File: config.mk
export PLATFORM = sky130hd
export DESIGN_NAME = adcc_ctrl_top
export DESIGN_NICKNAME = d
export VERILOG_FILES = /design/src/rtl/adcc_pkg.sv /design/src/rtl/adcc_tick_if.sv /design/src/rtl/adcc_clk_div.sv /design/src/rtl/adcc_ctrl_top.sv /design/src/rtl/adcc_tick_timer.sv
export SDC_FILE = /design/constraint.sdc
export NUM_CORES = 1
export LEC_CHECK = 0
export ABC_CLOCK_PERIOD_IN_PS = 5650
export BUFFER_PORTS_ARGS = -buffer_cell sky130_fd_sc_hd__buf_4
export CAP_MARGIN = 20
export CORE_UTILIZATION = 40
export CTS_CLUSTER_DIAMETER = 120
export DETAILED_ROUTE_END_ITERATION = 8
export PLACE_DENSITY = 0.6
export RECOVER_POWER = 25
export SLEW_MARGIN = 20
export SYNTH_ARGS = -nofsm -noshare
export SYNTH_HDL_FRONTEND = slang
export SYNTH_SLANG_ARGS = --single-unit
File: constraint.sdc
create_clock -name ref_clk -period 5.65 [get_ports ref_clk]
set_input_delay 1.13 -clock ref_clk [delete_from_list [all_inputs] [get_ports ref_clk]]
set_output_delay 1.13 -clock ref_clk [all_outputs]
set_load 0.01 [all_outputs]
File: src/rtl/adcc_pkg.sv
// Purpose: shared constants and types of the converter control block
// Assumes: 32-bit classic Wishbone register bus, byte addresses
// Notes: all offsets, fields, reset values and tick counts live here
package adcc_pkg;
   // ==================================================================
   // bus geometry
   localparam int ADDR_W = 8;
   localparam int DATA_W = 32;
   // ==================================================================
   // register offsets
   localparam logic [7:0] OFS_CMD = 8'h00;
   localparam logic [7:0] OFS_MODE = 8'h04;
   localparam logic [7:0] OFS_CHEN_SET = 8'h10;
   localparam logic [7:0] OFS_CHEN_CLR = 8'h14;
   localparam logic [7:0] OFS_CHEN_STATE = 8'h18;
   localparam logic [7:0] OFS_FLAGS = 8'h1C;
   localparam logic [7:0] OFS_LAST = 8'h20;
   localparam logic [7:0] OFS_RESULT0 = 8'h30;
   // ==================================================================
   // field positions
   localparam int CMD_SOFT_RESET_BIT = 0;
   localparam int CMD_START_BIT = 1;
   localparam int MODE_TRIG_EN_BIT = 0;
   localparam int MODE_TRIG_SEL_LSB = 1;
   localparam int MODE_RES_BIT = 4;
   localparam int MODE_SLEEP_BIT = 5;
   localparam int MODE_DIV_LSB = 8;
   localparam int MODE_STARTUP_LSB = 16;
   localparam int MODE_SH_LSB = 24;
   localparam int TSEL_W = 3;
   localparam int DIV_W = 6;
   localparam int STARTUP_W = 5;
   localparam int SH_W = 4;
   localparam int FLG_DONE_LSB = 0;
   localparam int FLG_OVR_LSB = 8;
   localparam int FLG_READY_BIT = 16;
   localparam int FLG_GOVR_BIT = 17;
   localparam int FLG_BUFEND_BIT = 18;
   localparam int FLG_BUFFULL_BIT = 19;
   // ==================================================================
   // reset values and masks
   localparam logic [31:0] MODE_RESET = 32'h0000_0000;
   localparam logic [31:0] MODE_WRITE_MASK = 32'h0F1F_3F3F;
   localparam logic BUFEND_RESET = 1'b1;
   localparam logic BUFFULL_RESET = 1'b1;
   // ==================================================================
   // trigger source codes
   localparam logic [2:0] TSEL_TIMER0 = 3'h0;
   localparam logic [2:0] TSEL_TIMER1 = 3'h1;
   localparam logic [2:0] TSEL_TIMER2 = 3'h2;
   localparam logic [2:0] TSEL_EXT = 3'h6;
   // ==================================================================
   // timing in conversion clock ticks, tick counter and result widths in bits
   localparam int CONV_TICKS = 10;
   localparam int STARTUP_MULT = 8;
   localparam int TICK_W = 9;
   localparam int RESULT_W = 10;
   localparam int LOW_RESOLUTION_SELECT_W = 8;
   // ==================================================================
   // sequencer states
   typedef enum logic [2:0] {
      SEQ_IDLE, SEQ_STARTUP, SEQ_SAMPLE, SEQ_CONVERT
   } adcc_seq_e;
endpackage : adcc_pkg

File: src/rtl/adcc_tick_if.sv
// Purpose: carries the conversion clock tick between block modules
// Assumes: one clock domain, tick is a one-cycle pulse
// Notes: src drives the tick, snk consumes it
`timescale 1ns/1ps
interface adcc_tick_if;
   logic tick;
   modport src (output tick);
   modport snk (input tick);
endinterface : adcc_tick_if

File: src/rtl/adcc_clk_div.sv
// Purpose: conversion clock tick generator from the master clock
// Assumes: divider value may change at any time
// Notes: tick period is 2 * (divider + 1) master clock cycles
`timescale 1ns/1ps
module adcc_clk_div #(
   parameter int DW = adcc_pkg::DIV_W
) (
   // clock and reset
   input wire logic ref_clk,
   input wire logic rst_n,
   // control
   input wire logic [DW-1:0] divider,
   // tick out
   adcc_tick_if.src tk
);
   import adcc_pkg::*;
   logic [DW-1:0] cnt;
   logic phase;
   wire halfEnd = (cnt >= divider);
   initial begin
      if (DW < 1 || DW > 16) $error("divider width out of range");
   end
   // ==================================================================
   // half period counter, tick on every second half
   always_ff @(posedge ref_clk) begin
      if (!rst_n) begin
         cnt <= '0;
         phase <= 1'b0;
         tk.tick <= 1'b0;
      end else begin
         tk.tick <= halfEnd & phase;
         phase <= phase ^ halfEnd;
         cnt <= halfEnd ? '0 : DW'(cnt + 1'b1);
      end
   end
endmodule : adcc_clk_div

File: src/rtl/adcc_ctrl_top.sv
// Purpose: control and status logic of a four-channel converter
// Assumes: analog cell and DMA counters are logic on ref_clk
// Notes: trigger pins are synchronised; registers on Wishbone
//
// Functional notes
// - command soft reset bit set returns whole block to reset state
// - command start bit set begins a conversion sequence
// - trigger enable clear: hardware triggers ignored, software only
// - trigger enable set: starts accepted from selected hardware source
// - select 0,1,2 pick timer outputs, 6 external pin, rest reserved
// - conversion clock is master clock over 2 * (divider + 1)
// - start-up wait lasts 8 * (start-up field + 1) ticks
// - sample-and-hold lasts sample field + 1 ticks
// - channel enable set register: ones enable, zeros no effect
// - channel enable clear register: ones disable, zeros no effect
// - channel state bits read one for enabled channels
// - done flag reads one only if enabled and conversion complete
// - channel overrun flag set on overrun since last flags read
// - result ready set on any result, cleared by last-result read
// - global overrun set when result arrives while ready still set
// - buffer end set once rx count hit zero since count write
// - buffers full reads one while both rx counts are zero
// - low resolution gives 8-bit results and byte DMA transfers
// - sleep: a start powers up and waits start-up only if unpowered, converts, then powers down
// - result read clears its done flag; last read clears ready too
// - flags read clears all channel overruns and global overrun
`timescale 1ns/1ps
module adcc_ctrl_top #(
   parameter int NUM_CH = 4
) (
   // clock and reset
   input wire logic ref_clk,
   input wire logic rst_n,
   // wishbone slave
   input wire logic wb_cyc_i,
   input wire logic wb_stb_i,
   input wire logic wb_we_i,
   input wire logic [adcc_pkg::ADDR_W-1:0] wb_adr_i,
   input wire logic [3:0] wb_sel_i,
   input wire logic [adcc_pkg::DATA_W-1:0] wb_dat_i,
   output logic [adcc_pkg::DATA_W-1:0] wb_dat_o,
   output logic wb_ack_o,
   // trigger pins
   input wire logic [2:0] timerOutA,
   input wire logic extTrigPin,
   // analog cell
   input wire logic [adcc_pkg::RESULT_W-1:0] cellResult,
   output logic cellPowerOn,
   output logic cellSample,
   output logic cellConvert,
   output logic [1:0] cellChannel,
   // peripheral dma channel
   input wire logic rxCountZero,
   input wire logic rxNextCountZero,
   input wire logic rxCountWrite,
   input wire logic dmaTaken,
   output logic dmaRequest,
   output logic dmaByteMode,
   output logic [adcc_pkg::RESULT_W-1:0] dmaData
);
   import adcc_pkg::*;
   initial begin
      if (NUM_CH != 4) $error("register layout serves four channels");
   end
   // ==================================================================
   // functions
   function automatic logic [31:0] laneMask(input logic [3:0] sel);
      laneMask = {{8{sel[3]}}, {8{sel[2]}}, {8{sel[1]}}, {8{sel[0]}}};
   endfunction : laneMask
   // first enabled channel at or above start; bit 2 flags none found
   function automatic logic [2:0] pickCh(input logic [3:0] en,
                                         input logic [2:0] start);
      logic [2:0] r;
      r = 3'h4;
      for (int i = 3; i >= 0; i--) begin
         if (en[i] && 3'(i) >= start) r = 3'(i);
      end
      pickCh = r;
   endfunction : pickCh
   // ==================================================================
   // state
   logic softRstPend;
   logic swStart;
   logic [31:0] mode;
   logic [3:0] chEn;
   logic [3:0] eoc;
   logic [3:0] ovr;
   logic result_ready_flag;
   logic govr;
   logic bufEnd;
   logic bufFull;
   logic [RESULT_W-1:0] result [4];
   logic [RESULT_W-1:0] lastRes;
   logic [1:0] lastCh;
   logic [1:0] curCh;
   logic powered;
   adcc_seq_e state;
   logic tLoad;
   logic [TICK_W-1:0] tVal;
   logic tDone;
   logic [3:0] trigMeta;
   logic [3:0] trigSync;
   logic [3:0] trigPrev;
   adcc_tick_if tickBus ();
   wire coreRstN = rst_n & ~softRstPend;
   // ==================================================================
   // mode fields
   wire hw_trigger_enable = mode[MODE_TRIG_EN_BIT];
   wire [TSEL_W-1:0] hw_trigger_select = mode[MODE_TRIG_SEL_LSB +: TSEL_W];
   wire low_resolution_select = mode[MODE_RES_BIT];
   wire sleepMode = mode[MODE_SLEEP_BIT];
   wire [DIV_W-1:0] divField = mode[MODE_DIV_LSB +: DIV_W];
   wire [STARTUP_W-1:0] suField = mode[MODE_STARTUP_LSB +: STARTUP_W];
   wire [SH_W-1:0] shField = mode[MODE_SH_LSB +: SH_W];
   wire [TICK_W-1:0] suTicks =
      TICK_W'((32'(suField) + 1) * STARTUP_MULT);
   wire [TICK_W-1:0] shTicks = TICK_W'(32'(shField) + 1);
   // ==================================================================
   // bus decode
   wire acc = wb_cyc_i & wb_stb_i & ~wb_ack_o;
   wire wr = acc & wb_we_i;
   wire rd = acc & ~wb_we_i;
   wire [31:0] wMask = laneMask(wb_sel_i);
   wire [31:0] wData = wb_dat_i & wMask;
   wire [7:0] adr = wb_adr_i;
   wire hitCmd = adr == OFS_CMD;
   wire hitMode = adr == OFS_MODE;
   wire hitSet = adr == OFS_CHEN_SET;
   wire hitClr = adr == OFS_CHEN_CLR;
   wire hitState = adr == OFS_CHEN_STATE;
   wire hitFlags = adr == OFS_FLAGS;
   wire hitLast = adr == OFS_LAST;
   wire hitRes = adr[7:4] == OFS_RESULT0[7:4] && adr[1:0] == 2'b00;
   wire [1:0] resIdx = adr[3:2];
   wire flagsRd = rd & hitFlags;
   wire lastRd = (rd & hitLast) | dmaTaken;
   wire resRd = rd & hitRes;
   wire [3:0] chSet = (wr & hitSet) ? wData[3:0] : 4'h0;
   wire [3:0] chClr = (wr & hitClr) ? wData[3:0] : 4'h0;
   wire [3:0] doneView = eoc & chEn;
   wire [31:0] flagsWord = 32'(doneView) << FLG_DONE_LSB
      | 32'(ovr) << FLG_OVR_LSB
      | 32'(result_ready_flag) << FLG_READY_BIT
      | 32'(govr) << FLG_GOVR_BIT
      | 32'(bufEnd) << FLG_BUFEND_BIT
      | 32'(bufFull) << FLG_BUFFULL_BIT;
   wire [31:0] rdMux =
      hitMode ? mode :
      hitState ? 32'(chEn) :
      hitFlags ? flagsWord :
      hitLast ? 32'(lastRes) :
      hitRes ? 32'(result[resIdx]) : 32'h0000_0000;
   // ==================================================================
   // trigger selection
   wire [3:0] trigRise = trigSync & ~trigPrev;
   wire selValid = hw_trigger_select == TSEL_TIMER0 || hw_trigger_select == TSEL_TIMER1
      || hw_trigger_select == TSEL_TIMER2 || hw_trigger_select == TSEL_EXT;
   wire hwRise = selValid &&
      (hw_trigger_select == TSEL_EXT ? trigRise[3] : trigRise[hw_trigger_select[1:0]]);
   wire startReq = swStart | (hw_trigger_enable & hwRise);
   // ==================================================================
   // sequencer decode
   wire [2:0] firstCh = pickCh(chEn, 3'h0);
   wire [2:0] nextCh = pickCh(chEn, 3'(curCh) + 3'h1);
   wire convDone = (state == SEQ_CONVERT) & tDone;
   wire [3:0] eocSet = convDone ? 4'(4'h1 << curCh) : 4'h0;
   wire [3:0] eocClr = (resRd ? 4'(4'h1 << resIdx) : 4'h0)
      | (lastRd ? 4'(4'h1 << lastCh) : 4'h0);
   wire [RESULT_W-1:0] cellData = low_resolution_select ?
      RESULT_W'(cellResult[LOW_RESOLUTION_SELECT_W-1:0]) : cellResult;
   // ==================================================================
   // submodules
   adcc_clk_div #(.DW(DIV_W)) uDiv (
      .ref_clk(ref_clk),
      .rst_n(coreRstN),
      .divider(divField),
      .tk(tickBus.src)
   );
   adcc_tick_timer #(.TW(TICK_W)) uTimer (
      .ref_clk(ref_clk),
      .rst_n(coreRstN),
      .tk(tickBus.snk),
      .load(tLoad),
      .loadVal(tVal),
      .done(tDone)
   );
   // ==================================================================
   // bus slave
   always_ff @(posedge ref_clk) begin
      if (!rst_n) begin
         wb_ack_o <= 1'b0;
         wb_dat_o <= 32'h0000_0000;
         softRstPend <= 1'b0;
      end else begin
         wb_ack_o <= acc;
         wb_dat_o <= rd ? rdMux : 32'h0000_0000;
         softRstPend <= wr & hitCmd & wData[CMD_SOFT_RESET_BIT];
      end
   end
   // ==================================================================
   // control registers
   always_ff @(posedge ref_clk) begin
      if (!coreRstN) begin
         mode <= MODE_RESET;
         chEn <= 4'h0;
         swStart <= 1'b0;
      end else begin
         swStart <= wr & hitCmd & wData[CMD_START_BIT];
         if (wr && hitMode) begin
            mode <= (mode & ~(wMask & MODE_WRITE_MASK))
               | (wData & MODE_WRITE_MASK);
         end
         chEn <= (chEn | chSet) & ~chClr;
      end
   end
   // ==================================================================
   // trigger pin synchronisers
   always_ff @(posedge ref_clk) begin
      if (!coreRstN) begin
         trigMeta <= 4'h0;
         trigSync <= 4'h0;
         trigPrev <= 4'h0;
      end else begin
         trigMeta <= {extTrigPin, timerOutA};
         trigSync <= trigMeta;
         trigPrev <= trigSync;
      end
   end
   // ==================================================================
   // status flags; a set in the clearing cycle wins
   always_ff @(posedge ref_clk) begin
      if (!coreRstN) begin
         eoc <= 4'h0;
         ovr <= 4'h0;
         result_ready_flag <= 1'b0;
         govr <= 1'b0;
         bufEnd <= BUFEND_RESET;
         bufFull <= BUFFULL_RESET;
      end else begin
         eoc <= eocSet | (eoc & ~eocClr);
         ovr <= (eocSet & eoc) | (ovr & ~{4{flagsRd}});
         result_ready_flag <= convDone | (result_ready_flag & ~lastRd);
         govr <= (convDone & result_ready_flag) | (govr & ~flagsRd);
         bufEnd <= rxCountZero | (bufEnd & ~rxCountWrite);
         bufFull <= rxCountZero & rxNextCountZero;
      end
   end
   // ==================================================================
   // results and dma
   always_ff @(posedge ref_clk) begin
      if (!coreRstN) begin
         result <= '{default: '0};
         lastRes <= '0;
         lastCh <= 2'h0;
         dmaRequest <= 1'b0;
         dmaByteMode <= 1'b0;
         dmaData <= '0;
      end else begin
         dmaRequest <= convDone & ~result_ready_flag;
         dmaByteMode <= low_resolution_select;
         if (convDone) begin
            result[curCh] <= cellData;
            lastRes <= cellData;
            lastCh <= curCh;
            dmaData <= cellData;
         end
      end
   end
   // ==================================================================
   // conversion sequencer
   always_ff @(posedge ref_clk) begin
      if (!coreRstN) begin
         state <= SEQ_IDLE;
         curCh <= 2'h0;
         powered <= 1'b0;
         tLoad <= 1'b0;
         tVal <= '0;
      end else begin
         tLoad <= 1'b0;
         case (state)
            SEQ_IDLE: begin
               // starts outside idle are dropped
               if (startReq && !firstCh[2]) begin
                  tLoad <= 1'b1;
                  if (!powered) begin
                     state <= SEQ_STARTUP;
                     tVal <= suTicks;
                  end else begin
                     state <= SEQ_SAMPLE;
                     curCh <= firstCh[1:0];
                     tVal <= shTicks;
                  end
               end
            end
            SEQ_STARTUP: begin
               if (tDone) begin
                  powered <= 1'b1;
                  if (firstCh[2]) begin
                     state <= SEQ_IDLE;
                  end else begin
                     state <= SEQ_SAMPLE;
                     curCh <= firstCh[1:0];
                     tLoad <= 1'b1;
                     tVal <= shTicks;
                  end
               end
            end
            SEQ_SAMPLE: begin
               if (tDone) begin
                  state <= SEQ_CONVERT;
                  tLoad <= 1'b1;
                  tVal <= TICK_W'(CONV_TICKS);
               end
            end
            SEQ_CONVERT: begin
               if (tDone) begin
                  if (nextCh[2]) begin
                     state <= SEQ_IDLE;
                     powered <= ~sleepMode & powered;
                  end else begin
                     state <= SEQ_SAMPLE;
                     curCh <= nextCh[1:0];
                     tLoad <= 1'b1;
                     tVal <= shTicks;
                  end
               end
            end
            default: state <= SEQ_IDLE;
         endcase
      end
   end
   // ==================================================================
   // analog cell controls
   always_ff @(posedge ref_clk) begin
      if (!coreRstN) begin
         cellPowerOn <= 1'b0;
         cellSample <= 1'b0;
         cellConvert <= 1'b0;
         cellChannel <= 2'h0;
      end else begin
         cellPowerOn <= powered | (state == SEQ_STARTUP);
         cellSample <= state == SEQ_SAMPLE;
         cellConvert <= state == SEQ_CONVERT;
         cellChannel <= curCh;
      end
   end
   // ==================================================================
   // assertion helpers
   logic [7:0] gapCnt;
   logic gapOk;
   logic [TICK_W-1:0] phaseTicks;
   adcc_seq_e prevState;
   always_ff @(posedge ref_clk) begin
      if (!coreRstN) begin
         gapCnt <= 8'h00;
         gapOk <= 1'b0;
         phaseTicks <= '0;
         prevState <= SEQ_IDLE;
      end else begin
         prevState <= state;
         gapCnt <= tickBus.tick ? 8'h01 : 8'(gapCnt + 1'b1);
         gapOk <= (gapOk | tickBus.tick) & ~(wr & hitMode);
         if (state != prevState) begin
            phaseTicks <= '0;
         end else if (tickBus.tick && !tLoad) begin
            phaseTicks <= TICK_W'(phaseTicks + 1'b1);
         end
      end
   end
endmodule : adcc_ctrl_top

File: src/rtl/adcc_tick_timer.sv
// Purpose: counts a loaded number of conversion clock ticks
// Assumes: load is a one-cycle pulse, count of zero never completes
// Notes: done pulses the cycle after the last counted tick
`timescale 1ns/1ps
module adcc_tick_timer #(
   parameter int TW = adcc_pkg::TICK_W
) (
   // clock and reset
   input wire logic ref_clk,
   input wire logic rst_n,
   // tick in
   adcc_tick_if.snk tk,
   // control
   input wire logic load,
   input wire logic [TW-1:0] loadVal,
   output logic done
);
   import adcc_pkg::*;
   logic [TW-1:0] cnt;
   wire lastTick = tk.tick && (cnt == TW'(1));
   initial begin
      if (TW < 4) $error("timer too narrow for conversion length");
   end
   // ==================================================================
   // down counter
   always_ff @(posedge ref_clk) begin
      if (!rst_n) begin
         cnt <= '0;
         done <= 1'b0;
      end else begin
         done <= lastTick & ~load;
         if (load) begin
            cnt <= loadVal;
         end else if (tk.tick && cnt != '0) begin
            cnt <= TW'(cnt - 1'b1);
         end
      end
   end
endmodule : adcc_tick_timer
==> results of run 1 <==
==> metal layers <==
layer	vias up	wire length [um]	share of wire
met3	16	997	0.054
met4	0	216	0.012
li1	2876	-	-
met5	-	0	0
met2	141	8660	0.47
met1	2694	8450	0.46
==> placed cells by master (no fill, tap or decap), types with 4 or more instances in the layout <==
master,synthesis,routed
and2_1,22,16
nand2_1,126,126
nand2_2,4,4
inv_1,23,23
nor4_1,4,4
a22o_1,12,12
o21ai_0,18,18
nand3_1,20,20
and3_1,8,8
buf_4,10,74
nor2_1,70,70
clkbuf_1,30,25
clkinvlp_4,0,5
dfxtp_1,167,167
nor2b_1,6,6
ha_1,12,12
nand2b_1,6,5
xor2_1,4,4
a211oi_1,5,5
a311oi_1,4,4
o22ai_1,5,5
nand4_1,8,8
nor3_1,11,10
xnor2_1,8,8
mux4_2,10,10
clkbuf_16,0,17
and2_0,0,6
conb_1,1,9
a21oi_1,86,86
mux2i_1,34,34
a22oi_1,12,12
==> metrics by stage <==
stage / setup WS [ns] / utilization / hold WS (ns) / cells / area [um^2]
final: 2.43 / 0.483 / 0.426 / 1097 / 8350
after global routing: 2.22 / 0.483 / 0.442 / 1097 / 8350
after CTS: 2.72 / 0.488 / 0.427 / 1097 / 8440
after detailed placement: 2.40 / 0.456 / 0.411 / 1065 / 7890
after global placement: 2.41 / 0.456 / 0.412 / 1065 / 7890
after floorplan: 3.08 / - / 0.406 / 795 / 7110
==> layout make-up <==
type	count	area, um^2	share of cell area
Multi-Input combinational cell	551	3430	0.411
Clock inverter	12	95.1	0.0114
Inverter	23	86.3	0.0103
Timing Repair Buffer	99	653	0.0782
Tap cell	225	282	0.0337
Sequential cell	167	3340	0.400
Clock buffer	20	457	0.0547
==> critical path: cells and delay by family <==
family                 cells  cell delay, ns
AO/OA/AOI/OAI              2            0.59
buffers and inverters      2            1.36
AND/OR/NAND/NOR            1            0.48
==> power by group <==
part | internal (mW) | switching (mW)
Clock | 0.590 | 0.492
Combinational | 0.0378 | 0.0577
Sequential | 1.18 | 0.00229
==> how the worst min path moves through the flow <==
stage,cells past startpoint,start,to
6_report,1,trigMeta[3]$_SDFF_PN0_,trigSync[3]$_SDFF_PN0_
5_1_grt,1,trigMeta[3]$_SDFF_PN0_,trigSync[3]$_SDFF_PN0_
4_1_cts,1,trigMeta[2]$_SDFF_PN0_,trigSync[2]$_SDFF_PN0_
3_5_place_dp,1,trigMeta[2]$_SDFF_PN0_,trigSync[2]$_SDFF_PN0_
3_3_place_gp,1,trigMeta[3]$_SDFF_PN0_,trigSync[3]$_SDFF_PN0_
2_1_floorplan,1,trigMeta[0]$_SDFF_PN0_,trigSync[0]$_SDFF_PN0_
==> cells by family (layout without fill, tap and decap cells) <==
kind of cell / after synthesis / after routing / synth area share
and+or+nand+nor: 302 / 302 / 0.203
AOI/OAI and AO/OA: 171 / 171 / 0.157
DFF: 167 / 167 / 0.472
buffers and inverters: 77 / 154 / 0.0493
muxes: 45 / 45 / 0.0814
adders and majority gates: 12 / 12 / 0.0212
xor gates and xnor gates: 12 / 12 / 0.0148
other: 1 / 9 / 0.000530
==> synthesized netlist by cell type (2+ instances only) <==
master	number	share of area
dfxtp_1	167	0.47
nand2_1	126	0.067
a21oi_1	86	0.061
nor2_1	70	0.037
mux2i_1	34	0.048
clkbuf_1	30	0.016
inv_1	23	0.012
and2_1	22	0.019
nand3_1	20	0.014
o21ai_0	18	0.013
a22o_1	12	0.015
a22oi_1	12	0.013
ha_1	12	0.021
nor3_1	11	0.0078
buf_4	10	0.011
mux4_2	10	0.032
and3_1	8	0.0071
nand4_1	8	0.0071
xnor2_1	8	0.0099
buf_1	6	0.0032
buf_2	6	0.0042
nand2b_1	6	0.0053
nor2b_1	6	0.0053
a211oi_1	5	0.0053
o22ai_1	5	0.0044
a311oi_1	4	0.0049
nand2_2	4	0.0035
nor4_1	4	0.0035
xor2_1	4	0.0049
a32oi_1	3	0.0037
o211ai_1	3	0.0032
o311ai_0	3	0.0037
or3_1	3	0.0027
a21o_1	2	0.0021
a31oi_1	2	0.0018
buf_6	2	0.0032
nor3_2	2	0.0028
o221ai_1	2	0.0025
o31ai_1	2	0.0021
==> results.yml, run 1 <==
placement:
  buffer_ports.inserted: 96
  hpwlAfterDp_um: 12400
  finalWeightedCongestion: 0.829
worst_hold_path:
  worst_hold_path_type: "flop to flop"
global_route:
  grt_pass1_wl_um: 28800
  met2_demand_to_capacity_share_in_global_routing: 0.339
  gr-usage-met1: 0.270
  gr_busiest_metal: "met2"
  grt.met3_usage: 0.0533
  globalRouteTotalUtil: 0.208
  vias_in_the_first_global_route: 5389
  grt_antenna_before_repair: 0
  grt_max_degree: 74
  grt_overflow_total: 0
yosys:
  syn-instance-count: 787
  number_of_enable_flip_flop_cells_after_synthesis: 0
  async_reset_ff_frac: 0
  synth-warning-count: 0
  ys_types: 65
  synth-main-ff-cell: "dfxtp_1"
  ys_seq_area_frac: 0.472
  ys_ff_latch: 167
  post_synth.cell_area_avg_um2: 9.00
  post_synth_instance_area_um2: 7080
die:
  fp.coreArea_um2: 17300
  initial_core_util: 0.409
  die_h_um: 135
  core.rowCount: 48
  die_width_um: 135
  top_level_ports: 117
  die-area_um2: 18200
setup_path:
  cpMaxStageDelayCell: "clkbuf_1"
  crit-reg2reg-launch: "state[0]$_SDFFE_PN0P_"
  crit_path_end: "tLoad$_SDFF_PN0_"
  worst-endpoint-arrival_ns: 3.58
  worst_path_max_fanout: 30
  crit_path_start: "rst_n"
  worst_path_largest_cell_delay_ns: 0.99
  cpMostUsedCell: "clkbuf_1"
  r2r-end: "result[11]$_SDFFE_PN0P_"
  cp.required_ns: 6.01
  ff2ff_path_depth: 5
  endpoint_kind: "flop"
  worst-setup-path-type: "input port to flop"
  setup.reg_to_reg.worst_slack_ns: 2.77
  crit_chain: "clkbuf_1 > nor2b_1 > clkbuf_1 > o311ai_0 > a21oi_1"
  setup.worst_path.start_class: "input port"
timing:
  finalSetupViolations: 0
  timing.clock.skew_ns: 0.00720
  relSlewSlack: 0.152
  grt_setup_unrepaired: "false"
  drv_slew: 0
  setup_total_negative_slack_ns: 0
  max_slew.worst_pin.slew_ns: 1.27
  hold_viol_final: 0
  layout_worst_path_cycle_share: 0.570
  post_layout_minimum_cycle_time_ns: 3.22
  clock.fmax_ghz: 0.310
cts:
  num_cts_buffers: 17
  ctsLongestPathBuffers: 2
  cts.htree.levels: 4
  cts.reportedPaths.clkPinSlew_ns: 0.07
  worst_skew_pair.late_latency_ns: 0.43
  cts.sink_count: 167
  hold_buffers: 0
  clock_tree_from_tritoncts: "yes"
  post_cts.repair.setup_buffers: 0
  cts_root_buffer: "clkbuf_16"
  post_cts.resized_instances: 0
pwr:
  ir_drop_mv: 0.203
  power-per-cell-area_nw_per_um2: 283
  p_leak_nw: 3.28
  power.total_mw: 2.36
route:
  num_vias: 5727
  route.antenna.remaining_nets: 0
  drt-pass1-iter-count: 5
  initialDrtViolationCount: 412
  drt_drc_violations_left: 0
  detail_route.wirelength_um: 18300
  vias_per_cell: 5.22
  wl_per_cell_um: 16.7
status:
  status: "finished, final reports clean"
flow_run:
  maxcap_viol_count: 0
cells_and_area:
  fin_nets: 938
  drive_gt1_frac: 0.157
  fillerInstances: 1721
  flow.area_growth_from_synthesis_pct: 17.9
  n_antenna_cell: 0
No activity file was read; power rests on OpenSTA's default activity.
==> run 2: changes to the inputs <==
--- a/config.mk
+++ b/config.mk
@@ -5,13 +5,14 @@
 export SDC_FILE = /design/constraint.sdc
 export NUM_CORES = 1
 export LEC_CHECK = 0
-export ABC_CLOCK_PERIOD_IN_PS = 5650
+export ABC_AREA = 1
+export ABC_CLOCK_PERIOD_IN_PS = 2900
 export BUFFER_PORTS_ARGS = -buffer_cell sky130_fd_sc_hd__buf_4
 export CAP_MARGIN = 20
 export CORE_UTILIZATION = 40
 export CTS_CLUSTER_DIAMETER = 120
 export DETAILED_ROUTE_END_ITERATION = 8
-export PLACE_DENSITY = 0.6
+export PLACE_DENSITY = 0.62
 export RECOVER_POWER = 25
 export SLEW_MARGIN = 20
 export SYNTH_ARGS = -nofsm -noshare
==> constraint.sdc (replaced) <==
create_clock -name ref_clk -period 2.9 [get_ports ref_clk]
set_input_delay 0.58 -clock ref_clk [delete_from_list [all_inputs] [get_ports ref_clk]]
set_output_delay 0.58 -clock ref_clk [all_outputs]
set_load 0.01 [all_outputs]
==> run 2 against run 1 <==
  * Sequential share of layout area down 0.14 points
  * First-iteration DRC count down 30%
  * Routed wire length down 2.1%
  * Register-to-register slack worse by 2.0 ns
  * Critical path depth up 1
  * Largest cell class is now sequential cells
  * Combinational power rose to 7.1 times the previous value
  * Flip-flop and latch count unchanged
==> results.yml, run 2 <==
status:
  status: "finished, final reports clean"
setup_path:
  cp.required_ns: 3.24
  endpoint_kind: "flop"
  worst-endpoint-arrival_ns: 2.44
  setup.reg_to_reg.worst_slack_ns: 0.82
  critPathTopFamily: "buffers and inverters"
  worst_path_largest_cell_delay_ns: 0.96
  setup.worst_path.start_class: "input port"
  worstPathBufferInverterCount: 3
  crit_chain: "clkbuf_4 > inv_1 > nor2_4 > clkbuf_2 > nand4_1 > nor2_1"
  cpMaxStageDelayCell: "clkbuf_2"
  worst_path_max_fanout: 68
  worst-setup-path-type: "input port to flop"
pwr:
  power.clock.fraction: 0.419
  p_leak_nw: 3.44
  power.total_mw: 5.31
  cell_internal_pwr_mw: 3.97
  p_comb_frac: 0.127
  power-per-cell-area_nw_per_um2: 634
  switchingPower_mw: 1.35
  seq_power_share: 0.454
  ir_drop_mv: 0.442
  switching_share: 0.253
cells_and_area:
  n_antenna_cell: 0
  most-common-layout-cells: "nand2_1 (173), dfxtp_1 (167), nor2_1 (117), inv_1 (101), a21oi_1 (87)"
  drive_gt1_frac: 0.129
  layout.cells.most_common: "nand2_1"
  flow.area_growth_from_synthesis_pct: 19.1
  fin_nets: 1096
global_route:
  grt.met3_usage: 0.0465
  globalRouteTotalUtil: 0.209
  met2_demand_to_capacity_share_in_global_routing: 0.363
  grt_max_degree: 69
  gr_busiest_metal: "met2"
  grt_antenna_before_repair: 0
  grt_overflow_total: 0
  gr-usage-met1: 0.252
  grt_pass1_wl_um: 29400
  vias_in_the_first_global_route: 5853
cts:
  clock_tree_from_tritoncts: "yes"
  hold_buffers: 0
  worst_skew_pair.late_latency_ns: 0.43
  cts.sink_count: 167
  cts.reportedPaths.clkPinSlew_ns: 0.07
  cts_root_buffer: "clkbuf_16"
  post_cts.repair.setup_buffers: 0
  ctsLongestPathBuffers: 2
  cts.htree.levels: 4
  num_cts_buffers: 17
  post_cts.resized_instances: 0
yosys:
  synth-warning-count: 0
  syn-instance-count: 927
  netlist.area_leader.share: 0.475
  most_instantiated_cells_after_synthesis: "nand2_1 (173), dfxtp_1 (167), nor2_1 (117), inv_1 (100), a21oi_1 (87)"
  synth-main-ff-cell: "dfxtp_1"
  async_reset_ff_frac: 0
  ys_types: 40
  number_of_enable_flip_flop_cells_after_synthesis: 0
  netlist_top_cells_area: "dfxtp_1 (48%), nand2_1 (9.2%), nor2_1 (6.2%)"
  synth_top_cell_by_area: "dfxtp_1"
  post_synth_instance_area_um2: 7030
  ys_seq_area_frac: 0.475
  ys_ff_latch: 167
  yosys.cell_count.top_type: "nand2_1"
  post_synth.cell_area_avg_um2: 7.59
route:
  initialDrtViolationCount: 290
  drt_drc_violations_left: 0
  route.antenna.remaining_nets: 0
  drt-pass1-iter-count: 5
  detail_route.wirelength_um: 17900
  num_vias: 6158
  wl_per_cell_um: 14.3
  vias_per_cell: 4.91
die:
  die-area_um2: 18100
  fp.coreArea_um2: 17200
  initial_core_util: 0.408
  core.rowCount: 48
  die_width_um: 135
  die_h_um: 135
  top_level_ports: 117
timing:
  timing.clock.skew_ns: 0.0128
  drv_slew: 0
  finalSetupViolations: 0
  setup_total_negative_slack_ns: 0
  relSlewSlack: 0.144
  max_slew.worst_pin.slew_ns: 1.28
  post_layout_minimum_cycle_time_ns: 2.09
  layout_worst_path_cycle_share: 0.721
  grt_setup_unrepaired: "false"
  hold_viol_final: 0
  clock.fmax_ghz: 0.478
placement:
  finalWeightedCongestion: 0.836
  hpwlAfterDp_um: 13100
  buffer_ports.inserted: 96
flow_run:
  maxcap_viol_count: 0
worst_hold_path:
  worst_hold_path_type: "input port to flop"
[run 2: cell types whose count changed in the layout (fill, tap and decap cells not counted), moves of 10 or more]
cell / change
nand2_1: +47
and2_1: -16
nor2_1: +47
mux2i_1: -34
mux4_2: -10
a211oi_1: +10
inv_1: +78
a22o_1: -12
nand3_1: +15
o21ai_0: +58
[run 2: worst paths after layout]
path,from,end,cells past startpoint
setup reg to reg,softRstPend$_SDFF_PN0_,uDiv.cnt[1]$_SDFF_PP0_,4
hold reg to reg,trigMeta[0]$_SDFF_PN0_,trigSync[0]$_SDFF_PN0_,2
hold / removal,rxCountWrite,bufEnd$_SDFF_PN1_,2
setup / recovery,rst_n,uDiv.cnt[1]$_SDFF_PP0_,6
[run 2: layout make-up]
type	instances	area, um^2
fillers	1783	8860
inverters	105	394
well taps	225	282
clock inverters	8	96.3
flip-flops and latches	167	3340
clock buffers	24	482
repair buffers	107	704
multi-input cells	619	3080
[run 2: cell families (layout without fill, tap and decap cells)]
| kind of cell | after synthesis | after routing | synth area share |
|---|---|---|---|
| buffers and inverters | 149 | 244 | 0.0922 |
| AND/OR/NAND/NOR | 362 | 362 | 0.218 |
| adder cells (fa/ha/maj) | 12 | 12 | 0.0214 |
| XOR/XNOR | 11 | 11 | 0.0137 |
| flip-flops | 167 | 167 | 0.475 |
| AO/OA/AOI/OAI | 225 | 225 | 0.179 |
| other | 1 | 9 | 0.000533 |
[run 2: metrics by stage]
| stage | cells | utilization | hold slack [ns] | instance area, um^2 | setup WS, ns |
|---|---|---|---|---|---|
| 2_1_floorplan | 935 | - | 0.394 | 7060 | 1.20 |
| 3_5_place_dp | 1223 | 0.458 | 0.399 | 7900 | 0.692 |
| 4_1_cts | 1255 | 0.492 | 0.326 | 8480 | 0.928 |
| 6_report | 1255 | 0.486 | 0.330 | 8380 | 0.809 |
| 3_3_place_gp | 1223 | 0.458 | 0.407 | 7900 | 0.703 |
| 5_1_grt | 1255 | 0.486 | 0.334 | 8380 | 0.594 |
[run 2: layer usage]
metal | wire [um] | share of wire
met5 | 0 | 0
met4 | 418 | 0.023
met3 | 620 | 0.035
met2 | 8930 | 0.50
met1 | 7980 | 0.44
[run 2: power groups by stage]
stage / Sequential, mW / Combinational, mW / Clock (mW)
floorplan: 2.45 / 0.526 / 0
global placement: 2.46 / 0.671 / 0
detailed placement: 2.46 / 0.677 / 0
CTS: 2.41 / 0.683 / 2.26
global route: 2.42 / 0.756 / 2.36
finish: 2.41 / 0.678 / 2.23
